==> src/pll_cfg.svh <==
`ifndef PLL_CFG_SVH
`define PLL_CFG_SVH

// ------------------------------------------------------------------
// register indices (register port address)
// ------------------------------------------------------------------
`define CFG_REG_HALF_MODE 4'h3
`define CFG_REG_OUT_DIV 4'h5
`define CFG_REG_FB_FRAC1 4'h6
`define CFG_REG_CTRL1 4'h7
`define CFG_REG_FB_FRAC2 4'h8
`define CFG_REG_CTRL2 4'h9
`define CFG_REG_GAIN1 4'hc
`define CFG_REG_GAIN2 4'he
`define CFG_REG_STATUS 4'hf

// ------------------------------------------------------------------
// field positions
// ------------------------------------------------------------------
`define CFG_BAND_LSB 0
`define CFG_FB_RESET_BIT 14
`define CFG_CP_LSB 16
`define CFG_INT_LSB 21
`define CFG_ORDER_LSB 29
`define CFG_FRAC_LSB 4
`define CFG_LOSS_EN_BIT 0
`define CFG_GAIN_BIT 31
`define CFG_LOCK1_BIT 21
`define CFG_LOCK2_BIT 23
`define CFG_HALF_LSB 8

// ------------------------------------------------------------------
// reset values and divider counts
// ------------------------------------------------------------------
`define CFG_REG_RESET 32'h0000_0000
`define CFG_DIV_WRAP_BASE 9'h100
`define CFG_DIV_MIN_FIELD 8'h04
`define CFG_HALF_SHORT 9'h003
`define CFG_HALF_LONG 9'h004

`endif

==> src/pll_pkg.sv <==
package pll_pkg;
  // register word and index
  typedef logic [31:0] reg_word_t;
  typedef logic [3:0] reg_index_t;
  // feedback divider operating mode
  typedef enum logic {mode_integer, mode_fractional} fb_mode_t;
  // applied feedback divider: integer and fraction parts
  typedef struct packed {
    logic [7:0] int_part;
    logic [27:0] frac_part;
  } fb_value_t;
endpackage : pll_pkg

==> src/out_div_if.sv <==
`timescale 1ns/1ns
// one output divider channel: ratio in, tick back
interface out_div_if;
  logic [7:0] ratio; // encoded ratio field
  logic half_mode; // divide by 4.5
  logic tick; // one-cycle pulse per output period
  modport ctrl (output ratio, output half_mode, input tick);
  modport div (input ratio, input half_mode, output tick);
endinterface : out_div_if

==> src/pll_band_divider_lock_control.sv <==
// How it works
// - 5-bit band select per PLL, 0..27
// - 5-bit charge pump current, bits 20:16
// - four 8-bit divider fields in one register
// - codes 0..3 divide 256..259, else value
// - half-step bit forces divide by 4.5
// - status bits 21, 23 show lock
// - enable bit routes AND of losses out
// - feedback divider writes apply at once
// - divider is 8-bit integer, 28-bit fraction
// - order 0 integer, 1..4 fractional
`timescale 1ns/1ns
`include "pll_cfg.svh"

module pll_band_divider_lock_control #(
  parameter int NUM_OUTPUTS = 4,
  parameter int NUM_PLLS = 2
) (
  // clock and reset
  input wire logic clock_in,
  input wire logic reset_in,
  // register port from serial controller
  input wire logic [3:0] reg_addr_in,
  input wire logic [31:0] reg_wdata_in,
  input wire logic reg_write_in,
  input wire logic reg_read_in,
  output logic [31:0] reg_rdata_out,
  output logic reg_rvalid_out,
  // analog side: lock detect, serial data to share pin
  input wire logic [1:0] pll_locked_in,
  input wire logic serial_data_in,
  output logic serial_out_lock_loss_pin_out,
  // per-PLL loop settings
  output logic [1:0][4:0] band_select_out,
  output logic [1:0] gain_band_out,
  output logic [1:0][4:0] charge_pump_current_out,
  output logic [1:0][2:0] modulator_order_out,
  output logic [1:0] fractional_mode_out,
  output logic [1:0][35:0] feedback_divider_out,
  output logic [1:0] fb_divider_reset_out,
  // output divider ticks
  output logic [3:0] out_tick_out
);
  // ------------------------------------------------------------------
  // checks
  // ------------------------------------------------------------------
  // the index map below has exactly four outputs and two loops
  if (NUM_OUTPUTS != 4 || NUM_PLLS != 2)
  begin : g_bad_size
    $error("pll control: register map serves 4 outputs, 2 PLLs");
  end

  // ------------------------------------------------------------------
  // register array, addresses 0..14; 15 is status
  // ------------------------------------------------------------------
  pll_pkg::reg_word_t regs [0:14]; // written words, kept as written
  logic wr_en; // write to a storable register
  logic [1:0] loss_en; // per-PLL loss route enables
  logic route_loss; // either enable set
  logic both_lost; // AND of both loss indications
  pll_pkg::reg_word_t status_word; // live status view
  pll_pkg::reg_word_t read_word; // selected read data

  // status is never stored, so writes to it fall away
  assign wr_en = reg_write_in && (reg_addr_in != `CFG_REG_STATUS);

  // ------------------------------------------------------------------
  // register writes; host keeps factory bits intact itself
  // ------------------------------------------------------------------
  always_ff @(posedge clock_in)
  begin
    if (reset_in)
    begin
      for (int i = 0; i < 15; i++)
        regs[i] <= `CFG_REG_RESET;
    end
    else if (wr_en)
    begin
      // reserved bits kept too, so read-modify-write is safe
      regs[reg_addr_in] <= reg_wdata_in;
    end
  end

  // ------------------------------------------------------------------
  // read path: status bits sampled at the read itself
  // ------------------------------------------------------------------
  always_comb
  begin
    status_word = '0;
    status_word[`CFG_LOCK1_BIT] = pll_locked_in[0];
    status_word[`CFG_LOCK2_BIT] = pll_locked_in[1];
  end
  // index 15 never reaches the array, so its missing slot is harmless
  assign read_word = (reg_addr_in == `CFG_REG_STATUS) ?
    status_word : regs[reg_addr_in];

  // registered read answer, one cycle after the request
  always_ff @(posedge clock_in)
  begin
    if (reset_in)
    begin
      reg_rdata_out <= '0;
      reg_rvalid_out <= 1'b0;
    end
    else
    begin
      reg_rvalid_out <= reg_read_in;
      if (reg_read_in)
        reg_rdata_out <= read_word;
    end
  end

  // ------------------------------------------------------------------
  // shared pin: serial data, or lock loss when routed
  // ------------------------------------------------------------------
  // bit 0 of each fraction word doubles as the route enable
  assign loss_en[0] = regs[`CFG_REG_FB_FRAC1][`CFG_LOSS_EN_BIT];
  assign loss_en[1] = regs[`CFG_REG_FB_FRAC2][`CFG_LOSS_EN_BIT];
  assign route_loss = |loss_en;
  // loss is the inverse of lock; pin high only when both lost
  assign both_lost = ~pll_locked_in[0] & ~pll_locked_in[1];

  always_ff @(posedge clock_in)
  begin
    if (reset_in)
      serial_out_lock_loss_pin_out <= 1'b0;
    else
      serial_out_lock_loss_pin_out <= route_loss ?
        both_lost : serial_data_in;
  end

  // ------------------------------------------------------------------
  // per-PLL settings
  // ------------------------------------------------------------------
  for (genvar p = 0; p < 2; p++)
  begin : g_pll
    // indices of this loop's control, fraction and gain words
    localparam logic [3:0] CTRL_IDX = p ? `CFG_REG_CTRL2 : `CFG_REG_CTRL1;
    localparam logic [3:0] FRAC_IDX = p ? `CFG_REG_FB_FRAC2 :
      `CFG_REG_FB_FRAC1;
    localparam logic [3:0] GAIN_IDX = p ? `CFG_REG_GAIN2 : `CFG_REG_GAIN1;
    logic ctrl_wr; // write to this PLL's control word
    logic frac_wr; // write to this PLL's fraction word
    logic toggled; // reset bit changed by this write
    pll_pkg::reg_word_t ctrl_word; // control word after this cycle
    pll_pkg::fb_value_t next_fb; // divider value after this cycle
    pll_pkg::fb_mode_t next_mode; // mode after this cycle

    assign ctrl_wr = reg_write_in && (reg_addr_in == CTRL_IDX);
    assign frac_wr = reg_write_in && (reg_addr_in == FRAC_IDX);
    assign ctrl_word = ctrl_wr ? reg_wdata_in : regs[CTRL_IDX];
    // host toggles the bit after an order change
    assign toggled = ctrl_wr && (reg_wdata_in[`CFG_FB_RESET_BIT] !=
      regs[CTRL_IDX][`CFG_FB_RESET_BIT]);
    // written value forwarded so it applies on the write edge
    assign next_fb.int_part = ctrl_word[`CFG_INT_LSB +: 8];
    assign next_fb.frac_part = frac_wr ?
      reg_wdata_in[`CFG_FRAC_LSB +: 28] :
      regs[FRAC_IDX][`CFG_FRAC_LSB +: 28];
    assign next_mode = (ctrl_word[`CFG_ORDER_LSB +: 3] == 3'h0) ?
      pll_pkg::mode_integer : pll_pkg::mode_fractional;

    // outputs held in flops; the loop slews, the word does not
    always_ff @(posedge clock_in)
    begin
      if (reset_in)
      begin
        band_select_out[p] <= '0;
        gain_band_out[p] <= 1'b0;
        charge_pump_current_out[p] <= '0;
        modulator_order_out[p] <= '0;
        fractional_mode_out[p] <= 1'b0;
        feedback_divider_out[p] <= '0;
        fb_divider_reset_out[p] <= 1'b0;
      end
      else
      begin
        band_select_out[p] <= ctrl_word[`CFG_BAND_LSB +: 5];
        // limitation: gain bit is not forwarded, so it lags one cycle
        gain_band_out[p] <= regs[GAIN_IDX][`CFG_GAIN_BIT];
        charge_pump_current_out[p] <= ctrl_word[`CFG_CP_LSB +: 5];
        modulator_order_out[p] <= ctrl_word[`CFG_ORDER_LSB +: 3];
        fractional_mode_out[p] <= (next_mode == pll_pkg::mode_fractional);
        feedback_divider_out[p] <= next_fb;
        fb_divider_reset_out[p] <= toggled;
      end
    end
  end

  // ------------------------------------------------------------------
  // output dividers, one channel per output
  // ------------------------------------------------------------------
  for (genvar o = 0; o < 4; o++)
  begin : g_out
    // ratio read live; the divider defers it to its next reload
    out_div_if chan ();
    // each output owns one byte of the packed word
    assign chan.ratio = regs[`CFG_REG_OUT_DIV][8*o +: 8];
    // half bits sit one per output above the low byte
    assign chan.half_mode =
      regs[`CFG_REG_HALF_MODE][`CFG_HALF_LSB + o];

    out_divider #(
      .CNT_W(9)
    ) u_div (
      .clock_in(clock_in),
      .reset_in(reset_in),
      .chan(chan.div)
    );

    // tick leaves through a flop of its own
    always_ff @(posedge clock_in)
    begin
      if (reset_in)
        out_tick_out[o] <= 1'b0;
      else
        out_tick_out[o] <= chan.tick;
    end
  end
endmodule : pll_band_divider_lock_control

==> src/out_divider.sv <==
`timescale 1ns/1ns
`include "pll_cfg.svh"

module out_divider #(
  parameter int CNT_W = 9
) (
  // clock and reset
  input wire logic clock_in,
  input wire logic reset_in,
  // channel
  out_div_if.div chan
);
  // ------------------------------------------------------------------
  // checks
  // ------------------------------------------------------------------
  // refuse a counter that cannot hold the largest reload
  if (CNT_W < 9)
  begin : g_bad_width
    $error("out_divider: counter too narrow for ratio 259");
  end

  // ------------------------------------------------------------------
  // ratio decode
  // ------------------------------------------------------------------
  logic [CNT_W-1:0] count; // cycles left in this period
  logic phase; // alternates 4 and 5 in half mode
  logic [8:0] full_ratio; // decoded 4..259
  logic [8:0] term; // reload value, ratio minus one
  // small codes wrap to 256..259
  assign full_ratio = (chan.ratio < `CFG_DIV_MIN_FIELD) ?
    (`CFG_DIV_WRAP_BASE | {1'b0, chan.ratio}) : {1'b0, chan.ratio};
  // half mode ignores the ratio field; 4 then 5 averages 4.5
  assign term = chan.half_mode ?
    (phase ? `CFG_HALF_LONG : `CFG_HALF_SHORT) : (full_ratio - 9'h001);

  // ------------------------------------------------------------------
  // counter: new ratio lands at next reload, avoiding runt periods
  // ------------------------------------------------------------------
  always_ff @(posedge clock_in)
  begin
    if (reset_in)
    begin
      count <= '0;
      phase <= 1'b0;
      chan.tick <= 1'b0;
    end
    else if (count == '0)
    begin
      count <= CNT_W'(term);
      phase <= ~phase;
      chan.tick <= 1'b1;
    end
    else
    begin
      count <= count - 1'b1;
      chan.tick <= 1'b0;
    end
  end
endmodule : out_divider

==> config.mk <==
export PLATFORM = sky130hd
export DESIGN_NAME = pll_band_divider_lock_control
export DESIGN_NICKNAME = d
export VERILOG_FILES = /design/src/pll_pkg.sv /design/src/out_div_if.sv /design/src/pll_band_divider_lock_control.sv /design/src/out_divider.sv
export VERILOG_INCLUDE_DIRS = /design/src
export SDC_FILE = /design/constraint.sdc
export NUM_CORES = 1
export LEC_CHECK = 0
export ABC_CLOCK_PERIOD_IN_PS = 11240
export BUFFER_PORTS_ARGS = -buffer_cell sky130_fd_sc_hd__clkbuf_2
export CELL_PAD_IN_SITES_DETAIL_PLACEMENT = 1
export CELL_PAD_IN_SITES_GLOBAL_PLACEMENT = 2
export CORE_UTILIZATION = 32
export CTS_BUF_LIST = sky130_fd_sc_hd__clkbuf_16
export CTS_CLUSTER_SIZE = 24
export DETAILED_ROUTE_END_ITERATION = 8
export PLACE_DENSITY_LB_ADDON = 0.15
export SETUP_SLACK_MARGIN = 0.15
export SLEW_MARGIN = 10
export SYNTH_ARGS = -nofsm -noshare
export SYNTH_HDL_FRONTEND = slang
export SYNTH_SLANG_ARGS = --single-unit
==> constraint.sdc <==
create_clock -name clock_in -period 11.24 [get_ports clock_in]
set_clock_uncertainty 0.05 [all_clocks]
set_input_delay 2.248 -clock clock_in [delete_from_list [all_inputs] [get_ports clock_in]]
set_output_delay 2.248 -clock clock_in [all_outputs]
set_load 0.02 [all_outputs]
Word level (Yosys, flattened, before mapping)
Memories as Yosys holds them, arrays and structs flattened. A register that Yosys moved wholly into a read port is not among the register bits.
Cells that the tools add are included.
- bits in latches: 0
- flip-flop bits (word level): 184
- bits in read-only memories: 0
- logic and storage cells: 110
- output and inout bits: 142
- memory bits (writable): 480
- memories kept: 1
- memories (memory ; words ; bits a word ; rd ports ; clocked after memory_dff ; write ports ; RTL line ; RTL):
    regs ; 15 ; 32 ; 9 ; 2 ; 15 ; pll_band_divider_lock_control.sv:56 ; pll_pkg::reg_word_t regs [0:14];
- multiplexer cells: 36
- add/sub/neg operators: 8
- div/mod/pow operators: 0
- order comparisons: 4
- $mul: 0
- equal/unequal tests: 8
- bitwise gates (word level): 7
- reduce and logical (&&, ||, !) cells: 15
- shift operators: 0
- operators by type and width (operator ; count):
    32-bit two-way mux ; 4
    9-bit two-way mux ; 12
    9-bit by 1-bit subtractor with 9-bit output (second input constant) ; 8
    28-bit two-way mux ; 2
    9-bit logical NOT ; 4
    8-bit by 3-bit < comparator with 1-bit output (second input constant) ; 4
    32-bit OR reduction ; 1
    1-bit two-way mux ; 13
    4-bit == test (second input constant) ; 3
    3-bit two-way mux ; 4
    4-bit by 3-bit == test with 1-bit output (second input constant) ; 2
    1-bit logical AND ; 7
    3-bit logical NOT ; 2
    1-bit inverter ; 6
    4-bit two-way mux ; 1
    4-bit != test (second input constant) ; 1
    1-bit != test ; 2
    2-bit OR reduction ; 1
    1-bit AND ; 1

Depth between registers and ports, before layout
Gate-level depths: netlist of the first run.
- depth in word-level cells: 7
- gate-level depth with buffers: 8
- depth with buffers taken out: 6

By module
Synthesis of the first run repeated with hierarchy kept, for this count alone.
- cell total of the unflattened synthesis: 2137
- area total of the unflattened synthesis: 29844.9 µm²
- by module, submodules not included (module ; cells each ; area an instance (µm²) ; sequential area each (µm²) ; times used):
    pll_band_divider_lock_control ; 1809 ; 27152.3 ; 18157.4 ; 1
    out_divider ; 82 ; 673.1 ; 220.2 ; 4

Worst setup path after synthesis of the first run
OpenSTA, ideal clock, no wires.
- path kind: input to register
- from: input reg_addr_in[1]
- to: memory regs[3][0] (netlist name), enable pin
- arrival: 5.168 ns
- library setup time: 0.466 ns
- setup slack: 5.556 ns
- cell stages on the path: 4
- cells stage by stage: buf_2 buf_2 nand3_1 o21ai_0
- RTL lines (item ; RTL line ; RTL):
    from (decl) ; pll_band_divider_lock_control.sv:23 ; input wire logic [3:0] reg_addr_in,
    to (decl) ; pll_band_divider_lock_control.sv:56 ;

Worst setup path after layout of the first run
- from: input reg_addr_in[0]
- to: register reg_rdata_out[23]
- cells in the longest elaborated chain, start to end: 2
- elaborated cells between the ends (all ways): 3
- classes of those cells: eq/ne (1); mux (1); memory (1)
- RTL lines (item ; RTL line ; RTL):
    memory read 15 x 32 bit / 4-bit == test (equally long branches) ; - ;
    32-bit two-way mux * ; pll_band_divider_lock_control.sv:94 ; assign read_word = (reg_addr_in == `CFG_REG_STATUS) ?
    to (signal assigned) ; pll_band_divider_lock_control.sv:109 ; reg_rdata_out <= read_word;
    to (decl) ; pll_band_divider_lock_control.sv:27 ; output logic [31:0] reg_rdata_out,
Every way passes the cells marked *; elsewhere a longest branch is shown, timed or not.
A chain may end at the register's enable or synchronous reset.

==> results.py, run 1 <==
metrics = {
    "outcome": {
        "outcome": "finished clean",
    },
    "power_and_ir_drop": {
        "p_comb_share_pct": 12.4,
        "power_frac_clock_pct": 40.4,
        "vdd_drop_max_uv": 115,
        "switching_share_pct": 26.6,
        "p_sw_mw": 1.75,
        "power_density_mw_per_mm2": 187,
        "p_leak_nw": 13.1,
        "p_int_mw": 4.82,
        "pwr-share-seq_pct": 47.2,
    },
    "timing": {
        "rsz0062_at_grt": "false",
        "tightest_slew_ns": 1.15,
        "maxSlewViolCount": 0,
        "fin_ws_ns": 6.09,
        "final-setup-viol-count": 0,
        "fin_setup_tns_ns": 0,
        "period_share_pct": 45.8,
        "max_slew_margin_pct": 23.1,
        "hold_slack_ns": 0.389,
        "fmax_ghz": 0.194,
        "hold_viol": 0,
        "fin_crit_ns": 5.15,
    },
    "detailed_routing": {
        "via_per_inst": 5.11,
        "post_drt_wl_per_cell_um": 27.2,
        "num_vias": 19200,
        "drtPass1Iterations": 5,
        "drt_iter0_drc": 1551,
        "post-route-drc-count": 0,
        "antenna_left": 0,
        "routed_wl_mm": 102,
    },
    "critical_path": {
        "crit_start": "reg_addr_in[0]",
        "start_kind": "input port",
        "r2r_start": "g_out[1].u_div.count[2]",
        "crit_fanout": 64,
        "path_class": "in2reg",
        "crit_required_ns": 11.73,
        "cp-end-kind": "register",
        "worst_ep_arrival_time_ns": 5.63,
    },
    "floorplan": {
        "die_w_um": 309,
        "dieArea_mm2": 0.0955,
        "ios": 185,
        "die_y_um": 309,
        "row_count": 112,
        "start_util_pct": 32.3,
        "core-area_mm2": 0.0933,
    },
    "clock_network": {
        "cts.sinks": 696,
        "cts_htree_levels": 3,
        "cts-resized-gates": 0,
        "cts_setup_buffers": 0,
        "cts_buffers": 82,
        "clk_pin_slew_worst_paths_ns": 0.06,
        "root_buffer": "clkbuf_16",
        "cts_buffer_depth": 3,
        "cts_tree": "done",
        "insertion_delay_ns": 0.65,
        "cts_hold_buf": 0,
    },
    "yosys": {
        "synth_top_area_share_pct": 50.8,
        "synth.area.top_cells": "edfxtp_1 (51%), dfxtp_1 (12%), mux4_2 (9.3%), and2_1 (9.3%), nand2_1 (2.9%)",
        "syn_inst": 2282,
        "avgSynthCellArea_um2": 13.2,
        "ys.flop_type": "edfxtp_1",
        "netlist_area_mm2": 0.0302,
        "seq_area_frac_synth_pct": 63.1,
        "yosysUniqueCellTypes": 61,
        "synth-edff-count": 510,
        "yosys_warnings": 0,
        "yosys.area.top_type": "edfxtp_1",
        "synth-seq-cells": 696,
        "async_flop_share_pct": 0,
    },
    "place": {
        "numPortBuffers": 184,
        "place_ws_ns": 5.32,
        "place_congestion": 0.766,
        "hpwlAfterDp_mm": 63.3,
    },
    "finish": {
        "final_nets": 2480,
        "area_growth_pct": 16.6,
        "register_area_mm2": 0.0190,
        "layout_common_cells": "edfxtp_1 (510), and2_1 (448), nand2_1 (232)",
        "n_fill_cell": 9818,
        "drive_above_1_share_pct": 20.6,
        "multiInputGateArea_mm2": 0.0105,
        "layout_commonest_cell": "edfxtp_1",
    },
    "global_route": {
        "grt_pass1_vias": 20000,
        "gr-usage-all-layers_pct": 21.5,
        "use_met1_pct": 31.3,
        "grt_overflow": 0,
        "busiest_layer": "met2",
        "grt_max_degree": 65,
        "use_met3_pct": 2.88,
        "antenna_found_initial": 9,
        "met2_usage_pct": 33.9,
        "grt_pass1_wl_mm": 147,
    },
    "run": {
        "drv_cap": 0,
    },
    "min_path": {
        "min_path_type": "reg2reg",
        "worstHoldStart": "g_out[0].u_div.chan.tick",
    },
}
[worst paths after layout]
kind                              to  slack [ns]  cells after the start
max                reg_rdata_out[23]        6.09                      7
min                  out_tick_out[0]        0.39                      1
max reg2reg  g_out[1].u_div.count[3]        8.40                      4
min reg2reg          out_tick_out[0]        0.39                      1
[worst max-delay path, cell delays in order]
cell,delay (ns)
clkbuf_8,0.58
buf_4,0.85
buf_4,0.73
mux4_2,0.58
mux2i_1,0.15
nor2_1,0.06
a211o_1,0.27
[metrics by stage]
step	instances	instance area, µm²	total power [mW]	utilization [%]
finish	3754	35200	6.56	37.7
global route	3751	35200	6.82	37.7
floorplan	2311	30300	3.66	-
CTS	3751	35200	6.64	37.7
detailed placement	3599	32500	3.97	34.9
global placement	3599	32500	3.95	34.9
[sequential cells by signal, summed over array words and instances, names as in the netlist, 2 cells and up]
register and flops:
gain_band_out 2, feedback_divider_out 72, charge_pump_current_out 10, fractional_mode_out 2
out_tick_out 4, modulator_order_out 6, g_out.u_div.count 36, band_select_out 10
regs 510, reg_rdata_out 32, fb_divider_reset_out 2, g_out.u_div.phase 4
g_out.u_div.chan.tick 4
[cell usage after synthesis, types with 15 or more instances]
cell / count
and3_1: 37
nor3_1: 27
o211ai_1: 34
inv_1: 27
a22oi_1: 30
a21oi_1: 107
buf_2: 49
nor2_1: 57
dfxtp_1: 186
mux2i_1: 54
a211oi_1: 15
o21ai_0: 22
xor2_1: 16
nand2_1: 234
xnor2_1: 18
edfxtp_1: 510
clkbuf_1: 141
mux4_2: 125
and2_1: 448
[cells by family after synthesis]
family                   count (synthesis)  share of synthesized area [%]
XOR/XNOR                                34                          0.987
AO/OA/AOI/OAI                          235                           4.83
buffers and inverters                  222                           2.97
adder cells (fa/ha/maj)                  8                          0.332
other                                    1                         0.0124
multiplexers                           182                           11.2
flip-flops                             696                           63.1
AND/OR/NAND/NOR                        904                           16.5
[power by group through the flow]
| stage | sequential [mW] | combinational [mW] | clock (mW) |
|---|---|---|---|
| 6_report | 3.10 | 0.814 | 2.65 |
| 5_1_grt | 3.12 | 0.892 | 2.81 |
| 4_1_cts | 3.10 | 0.827 | 2.71 |
| 3_5_place_dp | 3.15 | 0.820 | 0 |
| 3_3_place_gp | 3.15 | 0.803 | 0 |
| 2_1_floorplan | 3.14 | 0.521 | 0 |
[area by class of cell]
class	instances	share of cell area, %
flip-flops and latches	696	54.1
multi-input cells	1393	30.0
clock buffers	84	5.98
well taps	1254	4.46
repair buffers	228	3.62
clock inverters	68	1.53
inverters	28	0.299
diodes	3	0.0213
[metal layers]
metal	part of all wire (%)	vias up
met5	0.020	-
met4	1.8	2
met3	5.2	111
met2	46	444
met1	47	10100
li1	-	8494
No activity file was read; power rests on OpenSTA's default activity.
==> run 2, diff against run 1 <==
--- a/config.mk
+++ b/config.mk
@@ -6,7 +6,7 @@
 export SDC_FILE = /design/constraint.sdc
 export NUM_CORES = 1
 export LEC_CHECK = 0
-export ABC_CLOCK_PERIOD_IN_PS = 11240
+export ABC_CLOCK_PERIOD_IN_PS = 4600
 export BUFFER_PORTS_ARGS = -buffer_cell sky130_fd_sc_hd__clkbuf_2
 export CELL_PAD_IN_SITES_DETAIL_PLACEMENT = 1
 export CELL_PAD_IN_SITES_GLOBAL_PLACEMENT = 2
==> constraint.sdc (replaced) <==
create_clock -name clock_in -period 4.6 [get_ports clock_in]
set_clock_uncertainty 0.05 [all_clocks]
set_input_delay 0.92 -clock clock_in [delete_from_list [all_inputs] [get_ports clock_in]]
set_output_delay 0.92 -clock clock_in [all_outputs]
set_load 0.02 [all_outputs]
==> results.py, run 2 (same netlist as run 1, synthesis figures left out) <==
metrics = {
    "outcome": {
        "outcome": "finished clean",
    },
    "finish": {
        "final_nets": 2510,
        "area_growth_pct": 17.5,
        "layout_common_cells": "edfxtp_1 (510), and2_1 (448), nand2_1 (232)",
        "top_register": "regs",
        "n_fill_cell": 9771,
        "largest_reg_flops": 510,
        "layout_commonest_cell": "edfxtp_1",
        "top_regs": "regs: 510 flops, feedback_divider_out: 72 flops, g_out.u_div.count: 36 flops",
        "drive_above_1_share_pct": 21.7,
    },
    "floorplan": {
        "dieArea_mm2": 0.0955,
        "row_count": 112,
        "die_y_um": 309,
        "die_w_um": 309,
        "core-area_mm2": 0.0933,
        "ios": 185,
        "start_util_pct": 32.3,
    },
    "detailed_routing": {
        "antenna_left": 0,
        "post_drt_wl_per_cell_um": 27.5,
        "num_vias": 19300,
        "routed_wl_mm": 104,
        "drtPass1Iterations": 5,
        "post-route-drc-count": 0,
        "drt_iter0_drc": 1738,
        "via_per_inst": 5.10,
    },
    "clock_network": {
        "clk_pin_slew_worst_paths_ns": 0.06,
        "cts_hold_buf": 0,
        "cts_tree": "done",
        "cts_buffers": 82,
        "cts.sinks": 696,
        "root_buffer": "clkbuf_16",
        "insertion_delay_ns": 0.63,
        "cts_setup_buffers": 0,
        "cts_buffer_depth": 3,
        "cts-resized-gates": 0,
        "cts_htree_levels": 3,
    },
    "critical_path": {
        "cp-end-kind": "register",
        "worst_ep_arrival_time_ns": 3.20,
        "crit_fanout": 63,
        "crit_required_ns": 4.85,
        "path_class": "in2reg",
        "start_kind": "input port",
    },
    "global_route": {
        "grt_pass1_vias": 20300,
        "grt_pass1_wl_mm": 148,
        "antenna_found_initial": 9,
        "gr-usage-all-layers_pct": 21.9,
        "grt_overflow": 0,
        "grt_max_degree": 72,
    },
    "timing": {
        "tightest_slew_ns": 1.19,
        "hold_viol": 0,
        "period_share_pct": 64.3,
        "max_slew_margin_pct": 20.4,
        "rsz0062_at_grt": "false",
        "fin_ws_ns": 1.64,
        "final-setup-viol-count": 0,
        "fin_setup_tns_ns": 0,
        "maxSlewViolCount": 0,
        "fmax_ghz": 0.338,
        "fin_crit_ns": 2.96,
    },
    "place": {
        "place_ws_ns": 0.957,
        "hpwlAfterDp_mm": 67.3,
        "numPortBuffers": 184,
        "place_congestion": 0.776,
    },
    "min_path": {
        "min_path_type": "reg2reg",
    },
    "power_and_ir_drop": {
        "vdd_drop_max_uv": 245,
        "power_density_mw_per_mm2": 451,
        "p_leak_nw": 13.2,
        "total_power_mw": 16.0,
    },
    "run": {
        "drv_cap": 0,
    },
}
## run 2: cell type report
| cell class | count | area [µm²] | share of cell area (%) |
|---|---|---|---|
| multi-input cells | 1393 | 10500 | 29.7 |
| flip-flops and latches | 696 | 19000 | 53.7 |
| repair buffers | 258 | 1590 | 4.47 |
| well taps | 1254 | 1570 | 4.43 |
| clock buffers | 85 | 2130 | 6.00 |
| clock inverters | 66 | 475 | 1.34 |
| diodes | 6 | 15.0 | 0.0424 |
| inverters | 28 | 105 | 0.297 |
## run 2: power breakdown
group | switching (mW) | leakage (nW) | internal [mW] | total (mW)
registers | 0.345 | 6.41 | 7.23 | 7.58
logic | 1.22 | 5.45 | 0.785 | 2.00
clock network | 2.67 | 1.39 | 3.73 | 6.39
## run 2: per-stage QoR
step	instance area [µm²]	hold slack, ns	cells	utilization (%)
floorplan	30300	0.364	2311	-
global placement	32800	0.376	3628	35.1
detailed placement	32800	0.387	3629	35.2
CTS	35400	0.407	3780	38.0
global route	35400	0.419	3780	38.0
finish	35400	0.398	3786	38.0
## run 2: final timing paths
kind,from,to,slack (ns),cells past startpoint
hold / removal,g_out[2].u_div.chan.tick,out_tick_out[2],0.40,1
hold reg to reg,g_out[2].u_div.chan.tick,out_tick_out[2],0.40,1
setup reg to reg,g_out[1].u_div.count[2],g_out[1].u_div.chan.tick,2.09,3
setup / recovery,reset_in,regs[0][6],1.64,4
## run 2: critical path, stage by stage
cell	delay, ns
buf_6	0.40
buf_4	0.70
or2_2	0.57
buf_4	0.43
## run 2: routing by layer
metal	vias up	track usage, %	wire length [µm]
li1	8554	-	-
met1	10100	29.9	46000
met2	533	35.7	49700
met3	127	3.38	5820
met4	4	6.75	2630
met5	-	0	20
==> run 3, diff against run 2 <==
--- a/config.mk
+++ b/config.mk
@@ -6,7 +6,8 @@
 export SDC_FILE = /design/constraint.sdc
 export NUM_CORES = 1
 export LEC_CHECK = 0
-export ABC_CLOCK_PERIOD_IN_PS = 4600
+export ABC_AREA = 1
+export ABC_CLOCK_PERIOD_IN_PS = 2900
 export BUFFER_PORTS_ARGS = -buffer_cell sky130_fd_sc_hd__clkbuf_2
 export CELL_PAD_IN_SITES_DETAIL_PLACEMENT = 1
 export CELL_PAD_IN_SITES_GLOBAL_PLACEMENT = 2
==> constraint.sdc (replaced) <==
create_clock -name clock_in -period 2.9 [get_ports clock_in]
set_clock_uncertainty 0.05 [all_clocks]
set_input_delay 0.58 -clock clock_in [delete_from_list [all_inputs] [get_ports clock_in]]
set_output_delay 0.58 -clock clock_in [all_outputs]
set_load 0.02 [all_outputs]
==> results.py, run 3 <==
metrics = {
    "yosys": {
        "synth-seq-cells": 696,
        "avgSynthCellArea_um2": 8.70,
        "synthTopCellsByCount": "nand2_1 (1393), nor2_1 (581), edfxtp_1 (510)",
        "syn_inst": 3511,
        "seq_area_frac_synth_pct": 62.3,
        "yosys_warnings": 0,
        "yosys.area.top_type": "edfxtp_1",
        "yosysMostFrequentCell": "nand2_1",
        "ys.flop_type": "edfxtp_1",
        "synth_top_area_share_pct": 50.2,
        "netlist_area_mm2": 0.0305,
        "synth.area.top_cells": "edfxtp_1 (50%), nand2_1 (17%), dfxtp_1 (12%), nor2_1 (7.1%), o21ai_0 (3.0%)",
        "synth-edff-count": 510,
        "yosysUniqueCellTypes": 34,
        "async_flop_share_pct": 0,
    },
    "global_route": {
        "grt_overflow": 0,
        "antenna_found_initial": 2,
        "grt_pass1_wl_mm": 170,
        "gr-usage-all-layers_pct": 23.7,
        "grt_max_degree": 129,
        "grt_pass1_vias": 26100,
    },
    "floorplan": {
        "die_y_um": 311,
        "die_w_um": 311,
        "dieArea_mm2": 0.0967,
        "start_util_pct": 32.5,
        "ios": 185,
        "core-area_mm2": 0.0939,
        "row_count": 112,
    },
    "detailed_routing": {
        "antenna_left": 0,
        "drt_iter0_drc": 1956,
        "drtPass1Iterations": 5,
        "via_per_inst": 4.95,
        "post-route-drc-count": 0,
        "post_drt_wl_per_cell_um": 23.0,
        "num_vias": 24800,
        "routed_wl_mm": 115,
    },
    "place": {
        "placed_area_mm2": 0.0333,
        "dp_cells": 4847,
        "numPortBuffers": 184,
        "place_ws_ns": 0.379,
        "hpwlAfterDp_mm": 70.8,
        "place_congestion": 0.798,
    },
    "clock_network": {
        "cts.sinks": 696,
        "root_buffer": "clkbuf_16",
        "cts_setup_buffers": 0,
        "cts_tree": "done",
        "cts-resized-gates": 0,
        "clk_pin_slew_worst_paths_ns": 0.06,
        "cts_buffer_depth": 3,
        "cts_buffers": 82,
        "cts_hold_buf": 0,
        "cts_htree_levels": 3,
        "insertion_delay_ns": 0.65,
    },
    "finish": {
        "layout_commonest_cell": "nand2_1",
        "final_area_mm2": 0.0359,
        "top_register": "regs",
        "top_regs": "regs: 510 flops, feedback_divider_out: 72 flops, g_out.u_div.count: 36 flops",
        "largest_reg_flops": 510,
        "area_growth_pct": 17.6,
        "final_nets": 3728,
        "drive_above_1_share_pct": 11.6,
        "fin_cells": 4999,
        "num_antenna_cells": 0,
        "layout_common_cells": "nand2_1 (1383), nor2_1 (578), edfxtp_1 (510)",
    },
    "critical_path": {
        "r2r-end": "g_out[3].u_div.count[6]",
        "critPathMaxStageDelay_ns": 0.40,
        "r2r_start": "g_out[3].u_div.count[0]",
        "crit_required_ns": 3.42,
        "start_kind": "register",
        "crit_fanout": 9,
        "cp_top_family": "simple AND/OR/NAND/NOR gates",
        "crit_top_cell": "inv_1",
        "path_buf_inv": 2,
        "worst_ep_arrival_time_ns": 2.71,
        "rrSetupSlack_ns": 0.71,
        "crit_slowest_cell": "nor3_4",
        "cp_cell_sequence": "inv_1 -> ha_1 -> nand3_1 -> nor3_4 -> inv_1 -> nor2_1 -> nand2_1 -> a21oi_1",
        "path_class": "reg2reg",
        "reg2regPathDepth": 8,
        "cp-end-kind": "register",
    },
    "power_and_ir_drop": {
        "p_leak_nw": 15.8,
        "vdd_drop_max_uv": 401,
        "power_density_mw_per_mm2": 715,
    },
    "min_path": {
        "min_path_type": "in2reg",
        "whs_path_depth": 1,
        "hold_end": "regs[15][18]",
        "worstHoldStart": "reg_wdata_in[18]",
    },
    "timing": {
        "fin_crit_ns": 2.19,
        "tightest_slew_ns": 0.798,
        "final-setup-viol-count": 0,
        "rsz0062_at_grt": "false",
        "max_slew_margin_pct": 46.8,
        "period_share_pct": 75.7,
        "maxSlewViolCount": 0,
        "fin_setup_tns_ns": 0,
        "hold_viol": 0,
        "fmax_ghz": 0.456,
        "fin_ws_ns": 0.705,
    },
    "outcome": {
        "outcome": "finished clean",
    },
    "run": {
        "drv_cap": 0,
    },
}
==> run 3: cell types whose count changed in the layout (fill, tap and decap cells not counted), sizes merged, moves of 54 or more <==
cell,previous run,this run
mux2i,54,0
mux4,125,0
and2,448,0
inv,56,156
o21ai,22,182
nand2,234,1393
nor2,57,583
==> run 3: how the worst max path moves through the flow <==
stage,start,to,slack (ns),cells past startpoint
2_1_floorplan,reg_addr_in[0],regs[14][0],0.05,7
3_3_place_gp,reg_addr_in[2],regs[6][17],0.41,7
3_5_place_dp,reg_addr_in[2],regs[6][11],0.38,7
4_1_cts,g_out[3].u_div.count[0],g_out[3].u_div.count[6],0.70,8
5_1_grt,g_out[3].u_div.count[0],g_out[3].u_div.count[3],0.47,8
6_report,g_out[3].u_div.count[0],g_out[3].u_div.count[6],0.71,8
==> run 3: kinds of logic after synthesis <==
group	count (synthesis)	share of synthesized area, %
other	1	0.0123
adders and majority gates	8	0.328
xor gates and xnor gates	40	1.15
buffers and inverters	374	4.77
AOI/OAI and AO/OA	359	6.04
DFF	696	62.3
and+or+nand+nor	2033	25.4
==> run 3: final cells by class <==
cell class / count / area [µm²]
Fill cell: 11100 / 58000
Clock inverter: 61 / 339
Inverter: 149 / 569
Clock buffer: 91 / 2280
Timing Repair Buffer: 278 / 1890
Multi-Input combinational cell: 2470 / 10200
Tap cell: 1254 / 1570
Sequential cell: 696 / 19000
==> run 3: per-layer routing <==
| layer | global-route usage (%) | vias to the layer above | part of all wire (%) |
|---|---|---|---|
| li1 | - | 11600 | - |
| met4 | 5.52 | 0 | 1.7 |
| met1 | 32.8 | 12500 | 46 |
| met5 | 0 | - | 0 |
| met3 | 3.51 | 124 | 5.1 |
| met2 | 38.9 | 543 | 47 |
==> run 3: where the power goes <==
group          switching [mW]  total (mW)  internal (mW)
clock                    4.34        10.2           5.81
combinational            2.49        3.65           1.16
sequential              0.396        11.9           11.5
==> run 3: metrics by stage <==
step,util [%],hold WS [ns],power [mW]
floorplan,-,0.338,14.4
global placement,35.4,0.343,15.6
detailed placement,35.4,0.353,15.7
CTS,38.2,0.0359,25.9
global route,38.2,0.0581,26.8
finish,38.2,0.0775,25.7
